$ cat src/core/tmc_regs.svh
// Register offsets, bit positions, reset values and counts of the timer/counter
`ifndef TMC_REGS_SVH
`define TMC_REGS_SVH

// ==========================================
// Register offsets
`define TMC_OFF_CTRL 8'h00
`define TMC_OFF_COUNT_LO 8'h01
`define TMC_OFF_COUNT_HI 8'h02
`define TMC_OFF_FLAGS 8'h03
`define TMC_OFF_ENABLES 8'h04
`define TMC_OFF_PRIO 8'h05
`define TMC_OFF_FIRST_CTRL 8'h06

// ==========================================
// Control register and overflow bit positions
`define TMC_BIT_WIDE 7
`define TMC_BIT_SEL_HI 6
`define TMC_BIT_PS_HI 5
`define TMC_BIT_PS_LO 4
`define TMC_BIT_SEL_LO 3
`define TMC_BIT_UNSYNC 2
`define TMC_BIT_CS 1
`define TMC_BIT_RUN 0
`define TMC_BIT_OSC_EN 3
`define TMC_BIT_OVF 1

// ==========================================
// Reset values and implemented-bit masks
`define TMC_RST_CTRL 8'h00
`define TMC_RST_FLAGS 8'h00
`define TMC_RST_ENABLES 8'h00
`define TMC_RST_PRIO 8'h1f
`define TMC_RST_FIRST_CTRL 8'h00
`define TMC_MASK_PRIO 8'h1f
`define TMC_MASK_OVF 8'h02

// ==========================================
// Compare trigger mode and instruction-cycle division
`define TMC_TRIG_MODE 4'hb
`define TMC_INSTR_LAST 2'h3
`define TMC_COUNT_MAX 16'hffff

`endif

$ cat src/core/tmc_pkg.sv
// Types shared by the timer/counter design
package tmc_pkg;

    typedef enum logic [1:0]
    {
        TMC_MODE_TIMER = 2'b00,
        TMC_MODE_SYNC = 2'b01,
        TMC_MODE_ASYNC = 2'b10
    } tmc_mode_t;

    typedef struct packed
    {
        logic [7:0] ctrl;
        logic [7:0] first_ctrl;
        logic [15:0] count;
        logic [7:0] hbuf;
        logic [2:0] ps_cnt;
        logic [1:0] phase;
        logic ext_s1;
        logic ext_s2;
        logic ext_s3;
        logic ext_s4;
        logic armed;
        logic [1:0] pin_s1;
        logic [1:0] pin_s2;
        logic [7:0] flags;
        logic [7:0] enables;
        logic [7:0] prio;
        logic [7:0] rdata;
        logic irq;
        logic irq_high;
        logic unit1_this;
        logic unit2_this;
        logic [1:0] port_read;
        logic [1:0] port_dir;
        tmc_mode_t mode;
    } tmc_state_t;

endpackage

$ cat src/core/tmc_timer.sv
// Sixteen-bit timer/counter with prescaler, wide access, trigger reset and interrupt
//
// The plain strobed port and the placing of the registers were chosen for this implementation.
`include "tmc_regs.svh"

// Functional notes
// - Sixteen-bit count wraps from all ones to zero
// - Wrap latches overflow flag; interrupt needs enable
// - Wide bit selects one 16-bit or byte access
// - Wide mode buffers high byte through low access
// - High buffer write leaves prescaler alone
// - Select bits assign timer to compare units
// - Prescale field divides by 1, 2, 4, 8
// - Unsync bit chooses external synchronisation
// - External count starts at rise after fall
// - Internal source counts once per instruction cycle
// - Mode follows source and sync selection
// - Run bit starts and stops counting
// - Shared oscillator enable makes oscillator the external source
// - Enabled oscillator forces pins input, reads zero
// - Compare trigger in mode 1011 clears count
// - Trigger clear never sets overflow flag
// - Software write beats simultaneous trigger clear
module tmc_timer
    import tmc_pkg::*;
(
    input wire logic clock_i,
    input wire logic rst_b_i,
    input wire logic [7:0] addr_i,
    input wire logic [7:0] wdata_i,
    input wire logic wr_i,
    input wire logic rd_i,
    output logic [7:0] rdata_o,
    input wire logic ext_clock_pin_i,
    input wire logic osc_clock_i,
    input wire logic trigger_i,
    input wire logic [3:0] compare_unit_mode_i,
    input wire logic [1:0] port_direction_i,
    input wire logic [1:0] port_pin_i,
    output logic [1:0] port_direction_o,
    output logic [1:0] port_read_o,
    output logic [15:0] count_o,
    output logic unit1_this_o,
    output logic unit2_this_o,
    output logic irq_o,
    output logic irq_high_prio_o,
    output logic [1:0] mode_o
);

    tmc_state_t st_r;
    tmc_state_t st_nxt;

    logic wr_ctrl;
    logic wr_lo;
    logic wr_hi;
    logic rd_lo;
    logic rd_flags;
    logic trig;
    logic ext_rise;
    logic src_edge;
    logic ps_done;
    logic tick;
    logic [2:0] ps_limit;

    // ==========================================
    // Bus decode
    always_comb
    begin
        wr_ctrl = wr_i && (addr_i == `TMC_OFF_CTRL);
        wr_lo = wr_i && (addr_i == `TMC_OFF_COUNT_LO);
        wr_hi = wr_i && (addr_i == `TMC_OFF_COUNT_HI);
        rd_lo = rd_i && (addr_i == `TMC_OFF_COUNT_LO);
        rd_flags = rd_i && (addr_i == `TMC_OFF_FLAGS);
        trig = trigger_i && (compare_unit_mode_i == `TMC_TRIG_MODE);
    end

    // ==========================================
    // Count source and prescaler
    always_comb
    begin
        // Sync mode costs one more stage so edges align like the internal path
        if (st_r.ctrl[`TMC_BIT_UNSYNC])
        begin
            ext_rise = st_r.ext_s2 && !st_r.ext_s3 && st_r.armed;
        end
        else
        begin
            ext_rise = st_r.ext_s3 && !st_r.ext_s4 && st_r.armed;
        end
        if (st_r.ctrl[`TMC_BIT_CS])
        begin
            src_edge = ext_rise;
        end
        else
        begin
            src_edge = (st_r.phase == `TMC_INSTR_LAST);
        end
        case (st_r.ctrl[`TMC_BIT_PS_HI:`TMC_BIT_PS_LO])
            2'b00: ps_limit = 3'h0;
            2'b01: ps_limit = 3'h1;
            2'b10: ps_limit = 3'h3;
            2'b11: ps_limit = 3'h7;
            default: ps_limit = 3'h0;
        endcase
        ps_done = (st_r.ps_cnt == ps_limit);
        tick = st_r.ctrl[`TMC_BIT_RUN] && src_edge && ps_done;
    end

    // ==========================================
    // Next state
    always_comb
    begin
        st_nxt = st_r;

        // Source mux ahead of the synchroniser; the first stage feeds only the second
        st_nxt.ext_s1 = st_r.first_ctrl[`TMC_BIT_OSC_EN] ? osc_clock_i : ext_clock_pin_i;
        st_nxt.ext_s2 = st_r.ext_s1;
        st_nxt.ext_s3 = st_r.ext_s2;
        st_nxt.ext_s4 = st_r.ext_s3;
        st_nxt.pin_s1 = port_pin_i;
        st_nxt.pin_s2 = st_r.pin_s1;
        st_nxt.phase = st_r.phase + 2'h1;

        // A falling level must be seen before the first counted rise
        st_nxt.armed = st_r.ctrl[`TMC_BIT_RUN] && st_r.ctrl[`TMC_BIT_CS]
            && (st_r.armed || !st_r.ext_s2);

        if (st_r.ctrl[`TMC_BIT_RUN] && src_edge)
        begin
            st_nxt.ps_cnt = ps_done ? 3'h0 : st_r.ps_cnt + 3'h1;
        end

        if (tick)
        begin
            st_nxt.count = st_r.count + 16'h0001;
            if (st_r.count == `TMC_COUNT_MAX)
            begin
                st_nxt.flags[`TMC_BIT_OVF] = 1'b1;
            end
        end

        // Trigger clear is dropped when software writes the count this cycle
        if (trig && !wr_lo && !wr_hi)
        begin
            st_nxt.count = 16'h0000;
        end

        if (wr_lo)
        begin
            if (st_r.ctrl[`TMC_BIT_WIDE])
            begin
                st_nxt.count = {st_r.hbuf, wdata_i};
            end
            else
            begin
                st_nxt.count[7:0] = wdata_i;
            end
            st_nxt.ps_cnt = 3'h0;
        end
        if (wr_hi)
        begin
            if (st_r.ctrl[`TMC_BIT_WIDE])
            begin
                st_nxt.hbuf = wdata_i;
            end
            else
            begin
                st_nxt.count[15:8] = wdata_i;
            end
        end
        if (rd_lo && st_r.ctrl[`TMC_BIT_WIDE])
        begin
            st_nxt.hbuf = st_r.count[15:8];
        end

        if (wr_ctrl)
        begin
            st_nxt.ctrl = wdata_i;
            st_nxt.ps_cnt = 3'h0;
        end
        if (wr_i && (addr_i == `TMC_OFF_FIRST_CTRL))
        begin
            st_nxt.first_ctrl = wdata_i & 8'h08;
        end
        if (wr_i && (addr_i == `TMC_OFF_ENABLES))
        begin
            st_nxt.enables = wdata_i & `TMC_MASK_OVF;
        end
        if (wr_i && (addr_i == `TMC_OFF_PRIO))
        begin
            st_nxt.prio = wdata_i & `TMC_MASK_PRIO;
        end

        // Read clears the flags, but a wrap in the same cycle survives
        if (rd_flags)
        begin
            st_nxt.flags[`TMC_BIT_OVF] = tick && (st_r.count == `TMC_COUNT_MAX);
        end

        // Read data, valid in the cycle after the strobe only
        st_nxt.rdata = 8'h00;
        if (rd_i)
        begin
            case (addr_i)
                `TMC_OFF_CTRL: st_nxt.rdata = st_r.ctrl;
                `TMC_OFF_COUNT_LO: st_nxt.rdata = st_r.count[7:0];
                `TMC_OFF_COUNT_HI: st_nxt.rdata = st_r.ctrl[`TMC_BIT_WIDE] ? st_r.hbuf : st_r.count[15:8];
                `TMC_OFF_FLAGS: st_nxt.rdata = st_r.flags;
                `TMC_OFF_ENABLES: st_nxt.rdata = st_r.enables;
                `TMC_OFF_PRIO: st_nxt.rdata = st_r.prio;
                `TMC_OFF_FIRST_CTRL: st_nxt.rdata = st_r.first_ctrl;
                default: st_nxt.rdata = 8'h00;
            endcase
        end

        // Outputs registered from the next state so they track without lag
        st_nxt.irq = |(st_nxt.flags & st_nxt.enables);
        st_nxt.irq_high = st_nxt.prio[`TMC_BIT_OVF];
        st_nxt.unit1_this = st_nxt.ctrl[`TMC_BIT_SEL_HI];
        st_nxt.unit2_this = st_nxt.ctrl[`TMC_BIT_SEL_HI] || st_nxt.ctrl[`TMC_BIT_SEL_LO];
        if (st_nxt.first_ctrl[`TMC_BIT_OSC_EN])
        begin
            st_nxt.port_dir = 2'b11;
            st_nxt.port_read = 2'b00;
        end
        else
        begin
            st_nxt.port_dir = port_direction_i;
            st_nxt.port_read = st_r.pin_s2;
        end
        if (!st_nxt.ctrl[`TMC_BIT_CS])
        begin
            st_nxt.mode = TMC_MODE_TIMER;
        end
        else if (st_nxt.ctrl[`TMC_BIT_UNSYNC])
        begin
            st_nxt.mode = TMC_MODE_ASYNC;
        end
        else
        begin
            st_nxt.mode = TMC_MODE_SYNC;
        end
    end

    // ==========================================
    // State register
    always_ff @(posedge clock_i)
    begin
        if (!rst_b_i)
        begin
            st_r <= '0;
            st_r.ctrl <= `TMC_RST_CTRL;
            st_r.first_ctrl <= `TMC_RST_FIRST_CTRL;
            st_r.flags <= `TMC_RST_FLAGS;
            st_r.enables <= `TMC_RST_ENABLES;
            st_r.prio <= `TMC_RST_PRIO;
            st_r.irq_high <= 1'b1;
            st_r.mode <= TMC_MODE_TIMER;
        end
        else
        begin
            st_r <= st_nxt;
        end
    end

    always_comb
    begin
        rdata_o = st_r.rdata;
        port_direction_o = st_r.port_dir;
        port_read_o = st_r.port_read;
        count_o = st_r.count;
        unit1_this_o = st_r.unit1_this;
        unit2_this_o = st_r.unit2_this;
        irq_o = st_r.irq;
        irq_high_prio_o = st_r.irq_high;
        mode_o = st_r.mode;
    end
endmodule

$ cat config.mk
export PLATFORM = sky130hd
export DESIGN_NAME = tmc_timer
export DESIGN_NICKNAME = d
export VERILOG_FILES = /design/src/core/tmc_pkg.sv /design/src/core/tmc_timer.sv
export VERILOG_INCLUDE_DIRS = /design/src /design/src/core
export SDC_FILE = /design/constraint.sdc
export NUM_CORES = 1
export LEC_CHECK = 0
export BUFFER_PORTS_ARGS = -buffer_cell sky130_fd_sc_hd__buf_2
export CORE_ASPECT_RATIO = 2
export CORE_MARGIN = 1.5
export CORE_UTILIZATION = 50
export CTS_BUF_LIST = sky130_fd_sc_hd__clkbuf_4
export CTS_CLUSTER_DIAMETER = 100
export DETAILED_ROUTE_END_ITERATION = 8
export HOLD_SLACK_MARGIN = 0.02
export PLACE_DENSITY = 0.7
export SLEW_MARGIN = 20
export SYNTH_ARGS = -nofsm -noshare
export SYNTH_HDL_FRONTEND = slang
export SYNTH_SLANG_ARGS = --single-unit
$ cat constraint.sdc
create_clock -name clock_i -period 6 [get_ports clock_i]
set_clock_uncertainty 0.2 [all_clocks]
set_input_delay 0.3 -clock clock_i [delete_from_list [all_inputs] [get_ports clock_i]]
set_output_delay 0.3 -clock clock_i [all_outputs]
set_load 0.01 [all_outputs]
== Word level (Yosys, flattened, before mapping) ==
Cells that the tools add are included.
Storage, ports and cells
  word-level logic and storage cells: 107
  input bits: 31
  register bits after elaboration: 78
Cells by class
  mux-type cells: 24
  eq/ne operators: 13
  bitwise logic cells: 2
  add/sub/neg operators: 3
  reduce and logical (&&, ||, !) cells: 39
Operators by type and width (number)
  $mux W8: 8
  $pmux W8 S7: 1
  $mux W16: 3
  $eq A8 B3 Y1 const B: 3
  $logic_and A1 B1 Y1: 21
  $add A16 B1 Y16 const B: 1
  $eq A16 B16 Y1 const B: 1
  $eq A8 B2 Y1 const B: 2
  $pmux W3 S4: 1
  $and A2 B8 Y8: 1
  $eq A8 B1 Y1 const B: 1
  $logic_not A8 Y1: 1
  $reduce_or A8 Y1: 1
  $mux W7: 1
  $eq A2 B2 Y1 const B: 3
  $mux W1: 6
  $reduce_and A2 Y1: 3
  $logic_not A1 Y1: 5
  $eq A4 B4 Y1 const B: 1
  $mux W2: 2
  $mux W4: 1
  $reduce_bool A2 Y1: 2
  $add A3 B1 Y3 const B: 1
  $eq A3 B3 Y1: 1
  other kinds (9): 10

== Logic depth before layout (Yosys ltp) ==
Gate-level depths: netlist of the first run.
  depth in word-level cells: 13
  mapped depth: 8

== Worst setup path after synthesis of the first run ==
No wires, ideal clock.
  kind: input-to-reg
  start point: input port addr_i[5]
  end point: register st_r, in the netlist port_direction_o[0]
  data required time: 5685 ps
  arrival time: 1979 ps
  stages on the path: 7
  library setup time: 115 ps
  setup slack: 3706 ps
  buffers on the path: 1
  path through: or4_4 buf_6 nor2_1 nand3_1 nor2_1 mux2_2 o21a_1
On the way
  longest elaborated chain between the ends: 4
Ends and longest elaborated chain
  start, declared: RTL line tmc_timer.sv:29  | input wire logic [7:0] addr_i,
  $eq A8 B3 Y1
  $logic_and A1 B1 Y1: RTL line tmc_timer.sv:181  | if (wr_i && (addr_i == `TMC_OFF_FIRST_CTRL))
  $mux W4: RTL line tmc_timer.sv:181
  $mux W2: RTL line tmc_timer.sv:221  | if (st_nxt.first_ctrl[`TMC_BIT_OSC_EN])
  end signal, assigned: RTL line tmc_timer.sv:262  | st_r <= st_nxt;
  end, declared: RTL line tmc_timer.sv:50  | tmc_state_t st_r;
No other way between the ends.
A chain may end at the register's enable or synchronous reset.

== Worst setup path after layout of the first run ==
  start point: input port addr_i[2]
  end point: register st_r, in the netlist count_o[8]
On the way
  longest elaborated chain between the ends: 10
  elaborated cells on any way between the ends: 13
  classes of those cells: eq/ne (2); mux (5); reduce/logical (6)
Ends and longest elaborated chain
  $eq A8 B1 Y1
  $logic_and A1 B1 Y1: RTL line tmc_timer.sv:70  | wr_lo = wr_i && (addr_i == `TMC_OFF_COUNT_LO);
  $logic_not A1 Y1: RTL line tmc_timer.sv:143  | if (trig && !wr_lo && !wr_hi)
  $logic_and A1 B1 Y1 (2 in a row): RTL line tmc_timer.sv:143
  $mux W16: RTL line tmc_timer.sv:143
  $mux W8: RTL line tmc_timer.sv:150  | if (st_r.ctrl[`TMC_BIT_WIDE])
  $mux W16: RTL line tmc_timer.sv:148  | if (wr_lo)
  $mux W8: RTL line tmc_timer.sv:162  | if (st_r.ctrl[`TMC_BIT_WIDE])
  $mux W8 *: RTL line tmc_timer.sv:160  | if (wr_hi)
Mark *: on every way between the ends. The rest lies on a longest branch, timed or not.

==> metrics, run 1 <==
outcome completed; worst hold stages 4; PwrDens 219 nW/µm²; number of global-route vias before repair 3371; CTS sink cnt 70; Primary FF master, synth dfxtp_1; share of post-route cells with drive strength above 1 0.198; synth-to-layout area growth 12.9%; total gr overflow 0; CP required 6.18 ns; CTS max path bufs 2; cell chain of the critical path dlygate4sd3_1, buf_2, or3b_2, nor2_4, a21boi_0, a221oi_2, o21ai_0, a21oi_1; Hold Fails Final Rpt 0; max_slew headroom 0.447; Initial Utilization 0.514; vias 3484; Syn Std Cell Area 3740 µm²; Avg Inst Size Synth 8.49 µm²; Hold Crit Class primary input to register; RSZ-0062 raised after global routing false; # diodes 0; die area 8030 µm²; I/O Pins 65; Skew-Pair Late Insertion Delay 0.45 ns; # H-tree levels 3; antenna violations before repair 0; cts bufs inserted 9; slew of the pin with the lowest slew margin 0.830 ns; drt first-iter violations 356; Total Wirelength 10900 µm; DP Cell Count 544; Async SR Flop Fraction 0; worst r2r src st_r[53]; Lkg Pwr 1.66 nW; Pre-antenna DRT Iters 5; Post-CTS Hold Buffers 17; Crit. path cell count 8; fin crit period 2.78 ns; Die Y 125 µm; # DRC 0; FMAX 359 MHz; cell area after placement 3860 µm²; Worst Setup Start Kind primary input; Post-Synthesis Cells 440; post-synth net total 474; cell chosen for the clock root clkbuf_4; post-layout util 0.581; final setup TNS 0 ns; WS Path Type primary input to register; dpl ws 3.32 ns; hold endpoint st_r[27]; final non-filler cell total 577; final setup violation count 0; Slew Limit Fails 0; Setup Buffers After CTS 0; post-synthesis cell type count 62; post-CTS sizing 0; Die Wd 64.1 µm; clock-pin slew on the worst setup and hold paths 0.12 ns; DR WL/cell 18.9 µm; Synth Warn # 0; core box area 7270 µm²; dpl hpwl 7870 µm; slowest stage cell on the critical path or3b_2; Power Total 926 µW; Detail Route Antenna Nets 0; Arrival @ worst endpoint 2.96 ns; CTS tree built; r2r endpoint count_o[9]; VDD IR-drop max 0.000178 V; Placer Congestion 0.963; delay-heaviest family, CP compound AO/OA/AOI/OAI gates; R2R Setup Slk 3.38 ns; Hold Startpoint wr_i; Nets 514; period utilisation layout 0.464; Hold Slack 0.0811 ns; number of max-cap violations 0; Port Buffers 64; CP max FO 13; largest stage delay on the critical path 0.54 ns; Post-synth EDFFs 0; r2r worst-path depth 7; Std-Cell Rows 44; largest net degree at the start of global routing 36; #FFs+latches synth 70; WP buf/inv 2; final worst slack 3.22 ns; gr usage total 0.285; post-route design area 4220 µm²; vias per cell 6.04; filler cell count 715; post-synthesis sequential area ratio 0.375; nature of the critical path endpoint register; global-route wire length before repair 17400 µm
## report_power, final
group | switching, mW | internal [mW]
clock | 0.179 | 0.212
sequential | 0.00257 | 0.470
combinational | 0.0375 | 0.0250
total | 0.219 | 0.707
## worst reg2reg max path, stage by stage (launching register included)
cell and delay, ns:
dfxtp_1 0.39, or2_2 0.34, a2111oi_2 0.39, o22ai_1 0.35, buf_4 0.28, o31a_1 0.29, o211ai_1 0.20, a21oi_1 0.09
## flip-flops by register name, summed over array words and instances (netlist names)
register	count
st_r	33
count_o	16
rdata_o	8
st_nxt	5
mode_o	2
port_direction_o	2
port_read_o	2
irq_o	1
unit2_this_o	1
## cell usage in the layout, fill, tap and decap left out, types with 4 or more instances in the layout
cell type,count
clkbuf_4,9
nor4_1,4
o21ai_1,4
buf_2,64
and2_1,12
mux2i_1,31
nand2_1,43
dlygate4sd3_1,17
dfxtp_1,70
o31a_1,4
a22oi_1,5
nor2_1,30
xnor2_1,5
nand3_1,19
a21oi_1,31
o22ai_1,8
nor3_1,7
or3_1,4
inv_1,8
o21ai_0,18
and3_1,11
a211oi_1,12
nand4_1,4
and4_1,4
## Yosys cell counts, types with 3 or more instances
cell type,instances,area share
inv_1,8,0.0080
a21oi_1,31,0.042
and2_1,12,0.020
nand3_1,19,0.025
or3_1,4,0.0067
a211oi_1,12,0.024
nand2_1,43,0.043
o21a_1,3,0.0060
nor2_1,30,0.030
nor3b_1,3,0.0060
o22ai_1,8,0.013
ha_1,3,0.010
o21ai_0,18,0.024
and4_1,4,0.0094
xnor2_1,5,0.012
and3_1,11,0.018
nand4_1,4,0.0067
dfxtp_1,70,0.37
buf_4,30,0.060
mux2i_1,31,0.083
o21ai_1,4,0.0054
a22oi_1,5,0.010
clkbuf_1,19,0.019
nand3b_1,3,0.0060
o31a_1,4,0.0094
nor4_1,4,0.0067
o211ai_1,3,0.0060
nor3_1,7,0.0094
## area by class of cell
type,count,area [µm²],share of cell area
clock inverter,7,120,0.0285
clock buffer,9,67.6,0.0160
timing repair buffer,83,505,0.120
tap,92,115,0.0273
multi-input combinational,308,1980,0.469
sequential,70,1400,0.332
inverter,8,30.0,0.00712
## cell families (layout without fill, tap and decap cells)
family	Yosys count	in the layout	share of synthesized area
simple gates	160	160	0.225
compound gates	107	107	0.195
flops	70	70	0.375
buf+inv	62	107	0.0951
mux	32	32	0.0860
xor+xnor	6	6	0.0141
fa+ha+maj	3	3	0.0100
## worst max path at each step
stage | from | endpoint | slack (ns)
final | addr_i[2] | count_o[8] | 3.22
after global routing | addr_i[2] | count_o[8] | 3.09
after CTS | addr_i[2] | count_o[8] | 3.27
after detailed placement | addr_i[5] | st_r[61] | 3.32
after global placement | st_r[90] | st_r[54] | 3.37
after floorplan | addr_i[5] | port_direction_o[0] | 3.71
## per-layer routing
layer / global-route usage / up-vias / share of wire / wire (µm)
li1: - / 1649 / - / -
met1: 0.298 / 1646 / 0.36 / 3890
met2: 0.508 / 152 / 0.53 / 5840
met3: 0.0585 / 37 / 0.055 / 604
met4: 0.169 / 0 / 0.054 / 593
met5: 0 / - / 0 / 0
No activity file was read; power rests on OpenSTA's default activity.
==> inputs of run 2 (changes only) <==
--- a/config.mk
+++ b/config.mk
@@ -14,7 +14,7 @@
 export CTS_CLUSTER_DIAMETER = 100
 export DETAILED_ROUTE_END_ITERATION = 8
 export HOLD_SLACK_MARGIN = 0.02
-export PLACE_DENSITY = 0.7
+export PLACE_DENSITY = 0.73
 export SLEW_MARGIN = 20
 export SYNTH_ARGS = -nofsm -noshare
 export SYNTH_HDL_FRONTEND = slang
==> constraint.sdc (replaced) <==
create_clock -name clock_i -period 2.3 [get_ports clock_i]
set_clock_uncertainty 0.2 [all_clocks]
set_input_delay 0.115 -clock clock_i [delete_from_list [all_inputs] [get_ports clock_i]]
set_output_delay 0.115 -clock clock_i [all_outputs]
set_load 0.01 [all_outputs]
==> metrics, run 2 (synthesized netlist as in run 1, its figures left out) <==
slew of the pin with the lowest slew margin 0.479 ns (was 0.830 ns); DP Cell Count 580 (was 544); dpl ws -0.000575 ns (was 3.32 ns); PwrDens 503 nW/µm² (was 219 nW/µm²); CTS sink cnt 70 (unchanged); number of global-route vias before repair 3525 (was 3371); share of post-route cells with drive strength above 1 0.254 (was 0.198); r2r endpoint count_o[9] (unchanged); Std-Cell Rows 44 (unchanged); global-route wire length before repair 17800 µm (was 17400 µm); final worst slack 0.0745 ns (was 3.22 ns); nature of the critical path endpoint register (unchanged); hold endpoint st_r[83] (was st_r[27]); Nets 561 (was 514); Detail Route Antenna Nets 0 (unchanged); Hold Crit Class primary input to register (unchanged); VDD IR-drop max 0.000411 V (was 0.000178 V); largest net degree at the start of global routing 35 (was 36); core box area 7270 µm² (unchanged); RSZ-0062 raised after global routing true (was false); CTS tree built (unchanged); Pre-antenna DRT Iters 4 (was 5); Worst Setup Start Kind register (was primary input); period utilisation layout 0.968; worst r2r src st_r[92] (was st_r[53]); CP max FO 15 (was 13); # H-tree levels 3 (unchanged); fin crit period 2.23 ns; R2R Setup Slk 0.07 ns (was 3.38 ns); Hold Startpoint addr_i[3] (was wr_i); Lkg Pwr 1.88 nW (was 1.66 nW); Die Wd 64.1 µm (unchanged); final setup violation count 0 (unchanged); slowest stage cell on the critical path dfxtp_2 (was or3b_2); cts bufs inserted 9 (unchanged); # DRC 0 (unchanged); most frequent cells in the layout dfxtp_1, buf_2, nand2_1 (unchanged); Placer Congestion 0.910 (was 0.963); drt first-iter violations 314 (was 356); dpl hpwl 8250 µm (was 7870 µm); Die Y 125 µm (unchanged); CP required 2.46 ns (was 6.18 ns); antenna violations before repair 0 (unchanged); vias 3685 (was 3484); Power Total 2.30 mW (was 926 µW); vias per cell 5.90 (was 6.04); gr usage total 0.291 (was 0.285); worst hold stages 6 (was 4); outcome completed (unchanged); Largest Register st_r (unchanged); FMAX 449 MHz; Hold Fails Final Rpt 0 (unchanged); CTS max path bufs 2 (unchanged); Initial Utilization 0.514 (unchanged); max_slew headroom 0.681 (was 0.447); filler cell count 694 (was 715); Slew Limit Fails 0 (unchanged); Skew-Pair Late Insertion Delay 0.46 ns (was 0.45 ns); cell chosen for the clock root clkbuf_4 (unchanged); I/O Pins 65 (unchanged); cell chain of the critical path or2_2, a2111oi_4, o22ai_1, buf_4, o31a_1, o211ai_1, a21oi_1 (was dlygate4sd3_1, buf_2, or3b_2, nor2_4, a21boi_0, a221oi_2, o21ai_0, a21oi_1); final non-filler cell total 625 (was 577); largest stage delay on the critical path 0.37 ns (was 0.54 ns); DR WL/cell 18.3 µm (was 18.9 µm); clock-pin slew on the worst setup and hold paths 0.14 ns (was 0.12 ns); synth-to-layout area growth 22.7% (was 12.9%); Total Wirelength 11500 µm (was 10900 µm); number of max-cap violations 0 (unchanged); commonest non-fill, non-tap cell in the layout dfxtp_1 (unchanged); r2r worst-path depth 7 (unchanged); Arrival @ worst endpoint 2.38 ns (was 2.96 ns); die area 8030 µm² (unchanged); WS Path Type register to register (was primary input to register); Setup Buffers After CTS 0 (unchanged); max reg flops 33 (unchanged); total gr overflow 0 (unchanged); Port Buffers 64 (unchanged); Hold Slack 0.0593 ns (was 0.0811 ns)
run 2: changes by cell type in the layout (fill, tap and decap cells not counted), sizes merged:
cell         change
diode            +1
buf             +36
dlygate4sd3     +11
clkinv           -2
clkinvlp         +1
inv              +3
bufinv           -2
run 2: metrics by stage:
step                setup TNS (ns)   util  instance area, µm²
floorplan                        0      -                3740
global route              -0.00808  0.631                4580
detailed placement       -0.000575  0.569                4130
global placement                 0  0.569                4130
finish                           0  0.631                4590
CTS                              0  0.628                4570
run 2: how the worst max path moves through the flow:
stage               from    endpoint  slack (ns)  depth (start not counted)
2_1_floorplan   st_r[53]  count_o[7]        0.16                          6
3_3_place_gp   addr_i[5]  count_o[3]        0.03                          7
3_5_place_dp   addr_i[5]  count_o[4]     -0.0006                          7
4_1_cts         st_r[92]  count_o[9]        0.04                          7
5_1_grt         st_r[92]  count_o[9]      -0.008                          7
6_report        st_r[92]  count_o[9]        0.07                          7
run 2: timing repair:
item                                    CTS  global route
endpoints found under the setup margin    0            11
hold endpoints to repair                 63             0
hold buffers                             28             0
gates resized for setup                   0             3
run 2: metal layers:
| layer | track usage | up-vias | part of all wire |
|---|---|---|---|
| met5 | 0 | - | 0 |
| li1 | - | 1745 | - |
| met3 | 0.0477 | 53 | 0.051 |
| met1 | 0.297 | 1737 | 0.36 |
| met2 | 0.515 | 150 | 0.53 |
| met4 | 0.213 | 0 | 0.065 |
run 2: power by group:
part	internal, mW	leakage [nW]	switching (mW)	total, mW
Sequential	1.23	0.567	0.00448	1.23
Clock	0.354	0.0810	0.526	0.881
Combinational	0.0889	1.23	0.105	0.194
run 2: final cells by class:
| type | instances | area, µm² | share of cell area |
|---|---|---|---|
| diodes | 1 | 2.50 | 0.000546 |
| flip-flops and latches | 70 | 1400 | 0.306 |
| well taps | 92 | 115 | 0.0251 |
| multi-input cells | 308 | 2000 | 0.435 |
| clock inverters | 7 | 86.3 | 0.0188 |
| clock buffers | 9 | 67.6 | 0.0147 |
| inverters | 8 | 30.0 | 0.00655 |
| repair buffers | 130 | 886 | 0.193 |
run 2: worst max-delay path, delay by kind of cell (launching register included):
| family | cells | cell delay [ns] |
|---|---|---|
| AO/OA/AOI/OAI | 5 | 1.02 |
| AND/OR/NAND/NOR | 1 | 0.32 |
| flip-flops | 1 | 0.37 |
| buffers and inverters | 1 | 0.21 |
==> inputs of run 3 (changes only) <==
--- a/config.mk
+++ b/config.mk
@@ -15,6 +15,7 @@
 export DETAILED_ROUTE_END_ITERATION = 8
 export HOLD_SLACK_MARGIN = 0.02
 export PLACE_DENSITY = 0.73
+export SETUP_SLACK_MARGIN = 0.1
 export SLEW_MARGIN = 20
 export SYNTH_ARGS = -nofsm -noshare
 export SYNTH_HDL_FRONTEND = slang
==> metrics, run 3 (synthesized netlist as in run 1, its figures left out) <==
number of global-route vias before repair 3516 (was 3525); Pre-antenna DRT Iters 5 (was 4); CTS sink cnt 70 (unchanged); vias per cell 5.96 (was 5.90); cell chosen for the clock root clkbuf_4 (unchanged); R2R Setup Slk 0.10 ns (was 0.07 ns); most frequent cells in the layout dfxtp_1, buf_2, buf_4 (was dfxtp_1, buf_2, nand2_1); final setup TNS 0 ns (unchanged); final worst slack 0.101 ns (was 0.0745 ns); VDD IR-drop max 0.000404 V (was 0.000411 V); CTS tree built (unchanged); CP required 2.44 ns (was 2.46 ns); core box area 7270 µm² (unchanged); Skew-Pair Late Insertion Delay 0.45 ns (was 0.46 ns); slew of the pin with the lowest slew margin 0.529 ns (was 0.479 ns); Hold Fails Final Rpt 0 (unchanged); hold endpoint st_r[35] (was st_r[83]); Die Wd 64.1 µm (unchanged); FMAX 455 MHz (was 449 MHz); commonest non-fill, non-tap cell in the layout dfxtp_1 (unchanged); nature of the critical path endpoint register (unchanged); dpl hpwl 8250 µm (unchanged); Initial Utilization 0.514 (unchanged); WS Path Type register to register (unchanged); total gr overflow 0 (unchanged); PwrDens 492 nW/µm² (was 503 nW/µm²); CTS max path bufs 2 (unchanged); CP max FO 8 (was 15); Arrival @ worst endpoint 2.34 ns (was 2.38 ns); Largest Register st_r (unchanged); Die Y 125 µm (unchanged); largest net degree at the start of global routing 35 (unchanged); r2r worst-path depth 8 (was 7); clock-pin slew on the worst setup and hold paths 0.14 ns (about the same); die area 8030 µm² (unchanged); cts bufs inserted 9 (unchanged); period utilisation layout 0.956 (was 0.968); r2r endpoint st_r[55] (was count_o[9]); # H-tree levels 3 (unchanged); number of max-cap violations 0 (unchanged); worst r2r src st_r[92] (unchanged); drt first-iter violations 255 (was 314); worst hold stages 6 (unchanged); Worst Setup Start Kind register (unchanged); synth-to-layout area growth 25.2% (was 22.7%); Lkg Pwr 1.91 nW (was 1.88 nW); RSZ-0062 raised after global routing true (unchanged); Hold Startpoint addr_i[3] (unchanged); Nets 566 (was 561); max reg flops 33 (unchanged); vias 3749 (was 3685); gr usage total 0.291 (about the same); dpl ws -0.000575 ns (unchanged); Std-Cell Rows 44 (unchanged); Port Buffers 64 (unchanged); max_slew headroom 0.647 (was 0.681); outcome completed (unchanged); final setup violation count 0 (unchanged); antenna violations before repair 0 (unchanged); Placer Congestion 0.910 (unchanged); crit path from st_r[92] (unchanged); Total Wirelength 11700 µm (was 11500 µm); post-layout util 0.644 (was 0.631); I/O Pins 65 (unchanged); Slew Limit Fails 0 (unchanged); Hold Crit Class primary input to register (unchanged); # DRC 0 (unchanged); # diodes 0 (was 1); global-route wire length before repair 17800 µm (about the same); DR WL/cell 18.6 µm (was 18.3 µm); share of post-route cells with drive strength above 1 0.279 (was 0.254); fin crit period 2.20 ns (was 2.23 ns); Detail Route Antenna Nets 0 (unchanged)
run 3: cell count changes in the layout (fill, tap and decap cells not counted), sizes merged:
cell         change
dlygate4sd3      -2
diode            -1
buf              +7
run 3: area by class of cell:
type                       instances  area, µm²
clock inverter                     7       86.3
multi-input combinational        308       2050
sequential                        70       1410
inverter                           8       30.0
tap                               92        115
timing repair buffer             135        930
fill                             677       2590
clock buffer                       9       67.6
run 3: worst max path at each step:
stage | to | slack [ns]
final | st_r[55] | 0.10
after global routing | count_o[9] | 0.03
after CTS | count_o[9] | 0.11
after detailed placement | count_o[4] | -0.0006
after global placement | count_o[3] | 0.03
after floorplan | count_o[7] | 0.16
run 3: stage by stage:
stage               hold WS [ns]  cells  area [µm²]  total power [mW]
finish                    0.0566    629        4680              2.30
global route              0.0832    629        4680              2.36
CTS                       0.0272    622        4560              2.31
detailed placement         0.129    580        4130              1.41
global placement           0.123    580        4130              1.41
floorplan                 0.0388    440        3740              1.34
run 3: where the power goes:
group          total, mW  internal [mW]  switching, mW
combinational      0.193         0.0869          0.107
sequential          1.23           1.22        0.00453
clock              0.882          0.354          0.527
total               2.30           1.67          0.639
run 3: what timing repair did:
action / in CTS / in global routing
setup buffers: 0 / 7
resized for setup: 2 / 18
endpoints found under the hold margin: 63 / 0
setup endpoints to repair: 7 / 11
pin swaps: 0 / 9
hold buffers: 26 / 0
run 3: critical path: stages, from the launching register on:
cell and delay (ns):
dfxtp_4 0.38, or2_4 0.25, a2111oi_4 0.38, o22ai_1 0.16
buf_6 0.17, buf_8 0.14, buf_4 0.13, o211ai_1 0.17
nor2_1 0.09
run 3: per-layer routing:
metal	wire length, µm	vias to the layer above	track usage	part of all wire
li1	-	1754	-	-
met1	4200	1773	0.297	0.36
met2	6140	165	0.514	0.52
met3	608	57	0.0477	0.052
met4	782	0	0.213	0.067
met5	0	-	0	0
